<file path="config.mk">
export PLATFORM = sky130hd
export DESIGN_NAME = spims_port
export DESIGN_NICKNAME = d
export VERILOG_FILES = /design/src/hw/spims_pkg.sv /design/src/hw/spims_port.sv
export VERILOG_INCLUDE_DIRS = /design/src /design/src/hw
export SDC_FILE = /design/constraint.sdc
export NUM_CORES = 1
export LEC_CHECK = 0
export ABC_CLOCK_PERIOD_IN_PS = 5150
export BUFFER_PORTS_ARGS = -buffer_cell sky130_fd_sc_hd__buf_2
export CELL_PAD_IN_SITES_DETAIL_PLACEMENT = 1
export CELL_PAD_IN_SITES_GLOBAL_PLACEMENT = 1
export CORE_ASPECT_RATIO = 0.9
export CORE_MARGIN = 4
export CORE_UTILIZATION = 40
export CTS_CLUSTER_DIAMETER = 200
export DETAILED_ROUTE_END_ITERATION = 8
export GPL_ROUTABILITY_DRIVEN = 0
export GPL_TIMING_DRIVEN = 1
export HOLD_SLACK_MARGIN = 0.06
export PLACE_DENSITY = 0.8
export SLEW_MARGIN = 20
export SYNTH_ARGS = -nofsm -noshare
export SYNTH_HDL_FRONTEND = slang
export SYNTH_SLANG_ARGS = --single-unit
</file>
<file path="constraint.sdc">
create_clock -name clk -period 5.15 [get_ports clk]
set_input_delay 0.7725 -clock clk [delete_from_list [all_inputs] [get_ports clk]]
set_output_delay 0.7725 -clock clk [all_outputs]
set_load 0.03 [all_outputs]
</file>
<file path="src/hw/spims_defs.svh">
// Offsets, field positions and reset values of the serial port block.
// Assumes a 32-bit APB slave with byte addresses, one register per word.
`ifndef SPIMS_DEFS_SVH
`define SPIMS_DEFS_SVH

// ==========================================================
// Register byte offsets
`define SPIMS_OFS_CTRL 8'h00
`define SPIMS_OFS_STAT 8'h04
`define SPIMS_OFS_DATA 8'h08
`define SPIMS_OFS_PCFG 8'h0c

// ==========================================================
// Control register fields
`define SPIMS_CTL_IE 7
`define SPIMS_CTL_EN 6
`define SPIMS_CTL_LSB 5
`define SPIMS_CTL_MST 4
`define SPIMS_CTL_POL 3
`define SPIMS_CTL_PHA 2
`define SPIMS_CTL_RATE_HI 1
`define SPIMS_CTL_RATE_LO 0
`define SPIMS_CTL_RST 8'h00

// ==========================================================
// Status register fields
`define SPIMS_STA_DONE 7
`define SPIMS_STA_WRITE_COLLISION_FLAG 6
`define SPIMS_STA_X2 0

// ==========================================================
// Pin and system configuration register fields
`define SPIMS_PC_SSDIR 0
`define SPIMS_PC_SSVAL 1
`define SPIMS_PC_MOSIDIR 2
`define SPIMS_PC_SCKDIR 3
`define SPIMS_PC_MISODIR 4
`define SPIMS_PC_PWRDN 5
`define SPIMS_PC_GIE 6
`define SPIMS_PC_RST 7'h22

// ==========================================================
// Timing: sck edges in one byte and half-period counts per rate
`define SPIMS_EDGES 5'h10
`define SPIMS_BITS 5'h08
`define SPIMS_HALF_4 7'h02
`define SPIMS_HALF_16 7'h08
`define SPIMS_HALF_64 7'h20
`define SPIMS_HALF_128 7'h40
`define SPIMS_HALF_2 7'h01
`define SPIMS_HALF_8 7'h04
`define SPIMS_HALF_32 7'h10

`endif

</file>
<file path="src/hw/spims_pkg.sv">
// Types shared by the serial port block.
// Assumes the constants header supplies offsets and field positions.
package spims_pkg;

   // ==========================================================
   // Transfer state, one-hot
   typedef enum logic [2:0]
   {
      SPIMS_IDLE = 3'h1,
      SPIMS_MRUN = 3'h2,
      SPIMS_SRUN = 3'h4
   } spims_state_e;

endpackage

</file>
<file path="src/hw/spims_port.sv">
// Byte-wide serial port, master or slave, with APB register access.
// Assumes an APB master on clk; serial pins arrive asynchronously and
// the pad logic resolves each pin from its out and oe signals.
//
// Functional notes
// - Master: data write starts clock generator and shifts eight bits out.
// - Master: after a byte, clock stops and done flag sets; irq if enabled.
// - Master never drives slave select by itself; software owns it.
// - Slave with select high: miso released, sck ignored, data loads only.
// - Slave: full byte shifted sets done flag; irq if enabled.
// - Last received byte is kept in a readable receive buffer.
// - Transmit single-buffered, receive double-buffered; unread byte overwritten.
// - Enabled port overrides pin directions per master or slave role.
// - Slave select low activates slave; high makes it passive.
// - Select rising resets slave counter and drops partial bits.
// - Master with select as output: pin is plain output only.
// - Master with select input driven low: become slave, set done flag.
// - Irq only with done flag, irq enable and global enable set.
// - Enable bit gates all transfers in both roles.
// - Bit order bit one sends LSB first, zero MSB first.
// - Master select bit picks role; hardware clears it on mode fault.
// - Polarity bit sets sck idle level and leading edge direction.
// - Master makes sck; both shift registers exchange at once.
// - Phase bit picks sampling on leading or trailing edge.
// - Master sck divides clk by 4,16,64,128 or doubled 2,8,32,64.
// - Done flag clears on irq ack, or status read then data access.
// - Data write during transfer sets collision flag; cleared by status read then data access.
//
// Added by the designer: the APB register port and the address map.
`timescale 1ns/1ps
`include "spims_defs.svh"

module spims_port
   import spims_pkg::*;
#(
   parameter int ADDR_W = 8
)
(
   // Clock and reset
   input wire logic clk,
   input wire logic rstn,
   // APB slave
   input wire logic psel,
   input wire logic penable,
   input wire logic pwrite,
   input wire logic [ADDR_W-1:0] paddr,
   input wire logic [31:0] pwdata,
   output logic [31:0] prdata,
   output logic pready,
   output logic pslverr,
   // Serial pins
   input wire logic sckIn,
   output logic sckOut,
   output logic sckOe,
   input wire logic mosiIn,
   output logic mosiOut,
   output logic mosiOe,
   input wire logic misoIn,
   output logic misoOut,
   output logic misoOe,
   input wire logic ssnIn,
   output logic ssnOut,
   output logic ssnOe,
   // Interrupt request and vector acknowledge
   output logic irq,
   input wire logic irqAck
);

   // ==========================================================
   // Elaboration check
   initial
   begin
      if (ADDR_W < 8)
         $error("ADDR_W must be at least 8");
   end

   // ==========================================================
   // Helper functions
   // Half sck period in clk cycles for a rate code
   function automatic logic [6:0] halfDiv(input logic [1:0] rate,
                                          input logic dbl);
      logic [6:0] h;
      h = `SPIMS_HALF_4;
      unique case ({dbl, rate})
         3'h0: h = `SPIMS_HALF_4;
         3'h1: h = `SPIMS_HALF_16;
         3'h2: h = `SPIMS_HALF_64;
         3'h3: h = `SPIMS_HALF_128;
         3'h4: h = `SPIMS_HALF_2;
         3'h5: h = `SPIMS_HALF_8;
         3'h6: h = `SPIMS_HALF_32;
         3'h7: h = `SPIMS_HALF_64;
      endcase
      return h;
   endfunction

   // Bit that leaves the shift register next
   function automatic logic topBit(input logic [7:0] d, input logic lsb);
      return lsb ? d[0] : d[7];
   endfunction

   // ==========================================================
   // Registers
   logic [7:0] ctrl_r;
   logic dbl_r;
   logic doneFlag_r;
   logic wcolFlag_r;
   logic armDone_r;
   logic armWcol_r;
   logic [6:0] pinCfg_r;
   logic [7:0] rxBuf_r;
   logic [7:0] shift_r;
   logic outBit_r;
   logic sckLvl_r;
   logic [6:0] divCnt_r;
   logic [4:0] edgeCnt_r;
   spims_state_e state_r;
   logic [31:0] prdata_r;
   logic sckS1_r, sckS2_r, sckS3_r;
   logic ssnS1_r, ssnS2_r;
   logic mosiS1_r, mosiS2_r;
   logic misoS1_r, misoS2_r;
   logic [1:0] mSmp_r, mEnd_r;
   logic [7:0] mRx_r;

   // ==========================================================
   // Pin synchronisers; first stage feeds only the second
   always_ff @(posedge clk)
   begin
      if (!rstn)
      begin
         sckS1_r <= 1'b0;
         sckS2_r <= 1'b0;
         sckS3_r <= 1'b0;
         ssnS1_r <= 1'b1;
         ssnS2_r <= 1'b1;
         mosiS1_r <= 1'b0;
         mosiS2_r <= 1'b0;
         misoS1_r <= 1'b0;
         misoS2_r <= 1'b0;
      end
      else
      begin
         sckS1_r <= sckIn;
         sckS2_r <= sckS1_r;
         sckS3_r <= sckS2_r;
         ssnS1_r <= ssnIn;
         ssnS2_r <= ssnS1_r;
         mosiS1_r <= mosiIn;
         mosiS2_r <= mosiS1_r;
         misoS1_r <= misoIn;
         misoS2_r <= misoS1_r;
      end
   end

   // ==========================================================
   // Decodes
   logic enabled, isMaster, lsbFirst, clock_polarity, clock_phase;
   logic wrAcc, rdAcc, selCtrl, selStat, selData, selPcfg, mapped;
   logic dataWr, dataAcc, statRd;
   logic busy, modeFault, slaveSel, startM, mDoneEv;
   logic mEdge, edgeLead, edgeTrail, sampleEv, setupEv, inBit, doneEv;
   logic [7:0] shiftIn, mRxIn;

   // Power-down bit and enable bit both gate operation
   assign enabled = ctrl_r[`SPIMS_CTL_EN]
                    & ~pinCfg_r[`SPIMS_PC_PWRDN];
   assign isMaster = ctrl_r[`SPIMS_CTL_MST];
   assign lsbFirst = ctrl_r[`SPIMS_CTL_LSB];
   assign clock_polarity = ctrl_r[`SPIMS_CTL_POL];
   assign clock_phase = ctrl_r[`SPIMS_CTL_PHA];

   // Bus decode; access phase is the only cycle with side effects
   assign selCtrl = paddr == ADDR_W'(`SPIMS_OFS_CTRL);
   assign selStat = paddr == ADDR_W'(`SPIMS_OFS_STAT);
   assign selData = paddr == ADDR_W'(`SPIMS_OFS_DATA);
   assign selPcfg = paddr == ADDR_W'(`SPIMS_OFS_PCFG);
   assign mapped = selCtrl | selStat | selData | selPcfg;
   assign wrAcc = psel & penable & pwrite & mapped;
   assign rdAcc = psel & penable & ~pwrite & mapped;
   assign dataWr = wrAcc & selData;
   assign dataAcc = psel & penable & selData;
   assign statRd = rdAcc & selStat;

   // Slave counts as busy only once a bit has moved
   assign busy = (state_r == SPIMS_MRUN)
                 | ((state_r == SPIMS_SRUN) && edgeCnt_r != 5'h0);
   // Select as input pulled low while master: another master took over
   assign modeFault = enabled & isMaster
                      & ~pinCfg_r[`SPIMS_PC_SSDIR] & ~ssnS2_r;
   // Select as output never reaches the serial logic
   assign slaveSel = enabled & ~isMaster & ~ssnS2_r;
   assign startM = dataWr & ~busy & enabled & isMaster & ~modeFault;

   // Edge sources: own divider as master, synced pin as slave
   assign mEdge = (state_r == SPIMS_MRUN) && divCnt_r == 7'h0;
   always_comb
   begin
      if (state_r == SPIMS_MRUN)
      begin
         edgeLead = mEdge & (sckLvl_r == clock_polarity);
         edgeTrail = mEdge & (sckLvl_r != clock_polarity);
         inBit = misoS2_r;
      end
      else if (state_r == SPIMS_SRUN)
      begin
         // Leading edge leaves the idle level set by polarity
         edgeLead = (sckS2_r != sckS3_r) & (sckS3_r == clock_polarity);
         edgeTrail = (sckS2_r != sckS3_r) & (sckS3_r != clock_polarity);
         inBit = mosiS2_r;
      end
      else
      begin
         edgeLead = 1'b0;
         edgeTrail = 1'b0;
         inBit = 1'b0;
      end
   end

   // Phase picks which edge samples and which sets up
   assign sampleEv = clock_phase ? edgeTrail : edgeLead;
   assign setupEv = clock_phase ? edgeLead : edgeTrail;
   assign shiftIn = lsbFirst ? {inBit, shift_r[7:1]}
                             : {shift_r[6:0], inBit};
   assign mRxIn = lsbFirst ? {misoS2_r, mRx_r[7:1]}
                           : {mRx_r[6:0], misoS2_r};
   assign mDoneEv = mEdge && edgeCnt_r == `SPIMS_EDGES - 5'h1;
   assign doneEv = mEnd_r[1]
                   | ((state_r == SPIMS_SRUN) && sampleEv
                      && edgeCnt_r == `SPIMS_BITS - 5'h1);

   // ==========================================================
   // Transfer state machine
   always_ff @(posedge clk)
   begin
      if (!rstn)
         state_r <= SPIMS_IDLE;
      else
      begin
         unique case (state_r)
            SPIMS_IDLE:
               if (slaveSel)
                  state_r <= SPIMS_SRUN;
               else if (startM)
                  state_r <= SPIMS_MRUN;
            SPIMS_MRUN:
               if (!enabled || modeFault || mDoneEv)
                  state_r <= SPIMS_IDLE;
            SPIMS_SRUN:
               if (!slaveSel)
                  state_r <= SPIMS_IDLE;
            default:
               state_r <= SPIMS_IDLE;
         endcase
      end
   end

   // ==========================================================
   // Sck divider and edge counter
   always_ff @(posedge clk)
   begin
      if (!rstn)
      begin
         divCnt_r <= 7'h0;
         edgeCnt_r <= 5'h0;
         sckLvl_r <= 1'b0;
      end
      else if (state_r == SPIMS_MRUN)
      begin
         if (mEdge)
         begin
            divCnt_r <= halfDiv(ctrl_r[1:0], dbl_r) - 7'h1;
            sckLvl_r <= ~sckLvl_r;
            edgeCnt_r <= edgeCnt_r + 5'h1;
         end
         else
            divCnt_r <= divCnt_r - 7'h1;
      end
      else if (state_r == SPIMS_SRUN)
      begin
         sckLvl_r <= clock_polarity;
         if (sampleEv)
            edgeCnt_r <= doneEv ? 5'h0 : edgeCnt_r + 5'h1;
      end
      else
      begin
         // Leaving a role drops the count, so partial bytes vanish
         edgeCnt_r <= 5'h0;
         sckLvl_r <= clock_polarity;
         divCnt_r <= halfDiv(ctrl_r[1:0], dbl_r) - 7'h1;
      end
   end

   // ==========================================================
   // Shift register and outgoing bit
   always_ff @(posedge clk)
   begin
      if (!rstn)
      begin
         shift_r <= 8'h00;
         outBit_r <= 1'b0;
      end
      else if (dataWr && !busy)
      begin
         // Single transmit buffer: the shift register itself
         shift_r <= pwdata[7:0];
         outBit_r <= topBit(pwdata[7:0], lsbFirst);
      end
      else
      begin
         if (sampleEv)
            shift_r <= shiftIn;
         if (setupEv)
            outBit_r <= topBit(shift_r, lsbFirst);
      end
   end

   // ==========================================================
   // Receive buffer; overwritten if software is late
   always_ff @(posedge clk)
   begin
      if (!rstn)
         rxBuf_r <= 8'h00;
      else if (mEnd_r[1])
         rxBuf_r <= mSmp_r[1] ? mRxIn : mRx_r;
      else if (doneEv)
         rxBuf_r <= shiftIn;
   end

   // Miso is two clk late through its synchroniser, so the master
   // takes each bit, and the end of the byte, two cycles on
   always_ff @(posedge clk)
   begin
      if (!rstn)
      begin
         mSmp_r <= 2'h0;
         mEnd_r <= 2'h0;
         mRx_r <= 8'h00;
      end
      else
      begin
         mSmp_r <= {mSmp_r[0], (state_r == SPIMS_MRUN) & sampleEv};
         mEnd_r <= {mEnd_r[0], mDoneEv};
         if (mSmp_r[1])
            mRx_r <= mRxIn;
      end
   end

   // ==========================================================
   // Control register; mode fault beats a same-cycle write
   always_ff @(posedge clk)
   begin
      if (!rstn)
         ctrl_r <= `SPIMS_CTL_RST;
      else
      begin
         if (wrAcc && selCtrl)
            ctrl_r <= pwdata[7:0];
         if (modeFault)
            ctrl_r[`SPIMS_CTL_MST] <= 1'b0;
      end
   end

   // Double-rate bit and pin configuration
   always_ff @(posedge clk)
   begin
      if (!rstn)
      begin
         dbl_r <= 1'b0;
         pinCfg_r <= `SPIMS_PC_RST;
      end
      else
      begin
         if (wrAcc && selStat)
            dbl_r <= pwdata[`SPIMS_STA_X2];
         if (wrAcc && selPcfg)
            pinCfg_r <= pwdata[6:0];
      end
   end

   // ==========================================================
   // Flags; a set in the clearing cycle wins
   always_ff @(posedge clk)
   begin
      if (!rstn)
      begin
         doneFlag_r <= 1'b0;
         wcolFlag_r <= 1'b0;
         armDone_r <= 1'b0;
         armWcol_r <= 1'b0;
      end
      else
      begin
         if (statRd)
         begin
            armDone_r <= doneFlag_r;
            armWcol_r <= wcolFlag_r;
         end
         else if (dataAcc)
         begin
            armDone_r <= 1'b0;
            armWcol_r <= 1'b0;
         end
         if (doneEv || modeFault)
            doneFlag_r <= 1'b1;
         else if (irqAck
                  || (dataAcc && (armDone_r || armWcol_r)))
            doneFlag_r <= 1'b0;
         if (dataWr && busy)
            wcolFlag_r <= 1'b1;
         else if (dataAcc && armWcol_r)
            wcolFlag_r <= 1'b0;
      end
   end

   // Interrupt needs flag, local and global enable
   assign irq = doneFlag_r & ctrl_r[`SPIMS_CTL_IE]
                & pinCfg_r[`SPIMS_PC_GIE];

   // ==========================================================
   // APB read data captured in the setup phase
   always_ff @(posedge clk)
   begin
      if (!rstn)
         prdata_r <= 32'h0;
      else if (psel && !penable)
      begin
         prdata_r <= 32'h0;
         if (selCtrl)
            prdata_r[7:0] <= ctrl_r;
         else if (selStat)
            prdata_r[7:0] <= {doneFlag_r, wcolFlag_r, 5'h00, dbl_r};
         else if (selData)
            prdata_r[7:0] <= rxBuf_r;
         else if (selPcfg)
            prdata_r[6:0] <= pinCfg_r;
      end
   end

   assign prdata = prdata_r;
   // No wait states; unmapped addresses answer with an error
   assign pready = 1'b1;
   assign pslverr = psel & penable & ~mapped;

   // ==========================================================
   // Pin drivers and direction overrides
   assign sckOut = sckLvl_r;
   assign sckOe = enabled & isMaster & pinCfg_r[`SPIMS_PC_SCKDIR];
   assign mosiOut = outBit_r;
   assign mosiOe = enabled & isMaster & pinCfg_r[`SPIMS_PC_MOSIDIR];
   assign misoOut = outBit_r;
   // Released whenever the slave is deselected, to avoid contention
   assign misoOe = slaveSel & pinCfg_r[`SPIMS_PC_MISODIR];
   // Select is only what software sets; an enabled slave keeps it input
   assign ssnOut = pinCfg_r[`SPIMS_PC_SSVAL];
   assign ssnOe = pinCfg_r[`SPIMS_PC_SSDIR]
                  & ~(enabled & ~isMaster);

endmodule

</file>
==> results.tsv <==
stage	metric	value	unit
synthesis	synth_area	4570	um2
global_route	grt.total_usage	18.2	%
routing	avgViaCountPerCell	5.23	
critical_path	worstPathMaxFanout	13	
outcome	outcome	completed	
routing	drt_first_iter_violations	277	
clock_tree	clk_pin_slew	0.06	ns
clock_tree	cts_tree	yes	
critical_path	worstSetupPathType	reg2reg	
clock_tree	htreeDepth	3	
routing	num_vias	3599	
clock_tree	clock_latency	0.34	ns
global_route	top_usage_layer	met2	
timing	slew_violations	0	
clock_tree	postCtsSetupBuffers	0	
critical_path	reg2reg_depth	6	
layout	drive_gt1_share	17.5	%
critical_path	rrSetupSlack	2.05	ns
layout	stdcell_count	688	
critical_path	worstSetupEndpointType	flip-flop	
global_route	grt_pass1_wl	19100	um
hold_path	hold_path_class	reg2reg	
floorplan	die_width	121	um
synthesis	synth.ff_latch_count	82	
global_route	antenna_found_initial	0	
timing	tns	0	ns
synthesis	netlist_top_cells_count	dfxtp_1 (82), nand2_1 (50), mux2i_1 (46)	
global_route	use_met2	31.0	%
floorplan	start_util	41.6	%
synthesis	synth_enable_flop_cells	0	
synthesis	synth_ff_type	dfxtp_1	
timing	setup_violations	0	
timing	fin_skew	0.00798	ns
floorplan	num_rows	36	
timing	max_freq	322	MHz
synthesis	syn_avg_cell_area	8.96	um2
timing	relSlewSlack	29.6	%
routing	ant_nets	0	
synthesis	synth_cell_types	65	
layout	design_area	5030	um2
clock_tree	cts_root_buffer	clkbuf_16	
power_and_ir_drop	vdd_drop_max	163	uV
power_and_ir_drop	p_leak	2.02	nW
layout	nets	587	
hold_path	whs_endpoint	ssnS2_r	
global_route	grt_overflow	0	
clock_tree	holdBufCountCts	0	
power_and_ir_drop	power.density	273	nW/um2
timing	rsz0062_at_grt	false	
hold_path	min_from	ssnS1_r	
global_route	met1_usage	23.5	%
timing	min_period	3.10	ns
synthesis	async_reset_ff_share	0	%
synthesis	yosysSeqAreaShare	35.9	%
floorplan	io_pins	93	
timing	worst_slew_pin_slew	1.05	ns
layout	areaGrowthSynthToFinish	10.2	%
routing	wire_per_inst	16.9	um
synthesis	synth_top_area_share	35.9	%
floorplan	coreArea	11000	um2
global_route	grt_pass1_vias	3662	
critical_path	rr_endpoint	shift_r[4]	
global_route	grt_start_max_net_pins	47	
placed_design	place_area	4730	um2
clock_tree	clock_path_buffers	2	
floorplan	die_h	109	um
routing	wl	11600	um
timing	period_share	60.2	%
clock_tree	postCtsResizedCells	0	
placed_design	io_buffers	43	
hold_path	whs_path_depth	1	
critical_path	rr_startpoint	state_r[2]	
global_route	use_met3	4.12	%
synthesis	synth_most_common_cell	dfxtp_1	
synthesis	synth_area_leader_cell	dfxtp_1	
run	drv_cap	0	
routing	dr.pass1.iters	4	
synthesis	synthTopCellsByArea	dfxtp_1 (36%), mux2i_1 (10%), nor2b_1 (5.8%)	
layout	n_antenna_cell	0	
routing	drc	0	
synthesis	synth_warnings	0	
floorplan	dieArea	13200	um2
critical_path	startpoint_type	flip-flop	
placed_design	hpwl	8430	um
critical_path	required	5.37	ns
critical_path	cp.arrival	3.32	ns
clock_tree	cts.sinks	82	
placed_design	dp.cells	672	
clock_tree	cts_inserted_buffers	9	
timing	final-hold-violation-count	0	
synthesis	synthCells	510	
[where the power goes]
group	switching, W	internal (W)	leakage (nW)
combinational	0.0000557	0.0000206	1.21
clock	0.000259	0.000399	0.151
sequential	0.00000211	0.000638	0.663
total	0.000317	0.00106	2.02
[cell type report]
type | count | area (um2)
fill | 1330 | 5960
multi-input combinational | 385 | 2640
sequential | 82 | 1640
clock buffer | 11 | 253
timing repair buffer | 44 | 223
tap | 152 | 190
clock inverter | 5 | 52.6
inverter | 9 | 33.8
[sequential cells by signal (all words and copies together), names as in the netlist, 2 cells and up]
name and cells:
mSmp_r 2, mEnd_r 2, state_r 3, edgeCnt_r 5, rxBuf_r 8, pinCfg_r 7
ctrl_r 8, mRx_r 8, divCnt_r 7, shift_r 8, prdata 8
[cells in the final DEF (no fill, tap or decap), drive strengths merged, types with 5 or more instances in the layout]
master,instances
dfxtp,82
nand2,50
mux2i,46
buf,44
nor2b,42
o21ai,41
conb,25
nand3,17
and2,16
a21oi,15
mux2,13
nor2,12
clkbuf,11
nor3,10
inv,9
o211ai,8
a22oi,8
nor3b,8
and3,7
nand2b,6
ha,6
or3,5
nand3b,5
a21boi,5
[per-layer routing]
metal  vias up  routed length (um)
met3        11                 457
li1       1772                   -
met2        67                5550
met5         -                   0
met1      1749                5500
met4         0                 134
[metrics by stage]
step                      hold WS, ns  setup slack, ns  utilization [%]  total power (W)
after floorplan                 0.386             2.80                -         0.000722
after global placement          0.392             2.25             43.0         0.000728
after detailed placement        0.399             2.18             43.0         0.000729
after CTS                       0.414             2.09             45.8          0.00139
after global routing            0.426             1.83             45.8          0.00142
final                           0.414             2.05             45.8          0.00137
[critical path, cell delays in order, from the launching register on]
cell and delay, ns:
dfxtp_1 0.48, nor3b_2 0.77, a21oi_4 0.16, nand4_4 0.29
a21boi_1 0.89, mux2i_1 0.31, nor2b_1 0.07
[kinds of logic (layout without fill, tap and decap cells)]
logic type	Yosys count	after routing	synth area share, %
simple gates	198	198	25.9
buf+inv	66	69	8.19
other cells	2	25	0.164
flops	82	82	35.9
xor+xnor	6	6	1.15
fa+ha+maj	6	6	1.64
compound gates	89	89	12.4
mux	61	61	14.6
[worst max path at each step]
| stage | to | from | slack [ns] | depth (start not counted) |
|---|---|---|---|---|
| final | shift_r[4] | state_r[2] | 2.05 | 6 |
| after global routing | shift_r[4] | state_r[2] | 1.83 | 6 |
| after CTS | shift_r[4] | state_r[2] | 2.09 | 6 |
| after detailed placement | shift_r[4] | state_r[2] | 2.18 | 6 |
| after floorplan | ctrl_r[0] | paddr[7] | 2.80 | 8 |
| after global placement | shift_r[1] | state_r[2] | 2.25 | 6 |
Note: power is estimated with default switching activity, not from simulation.
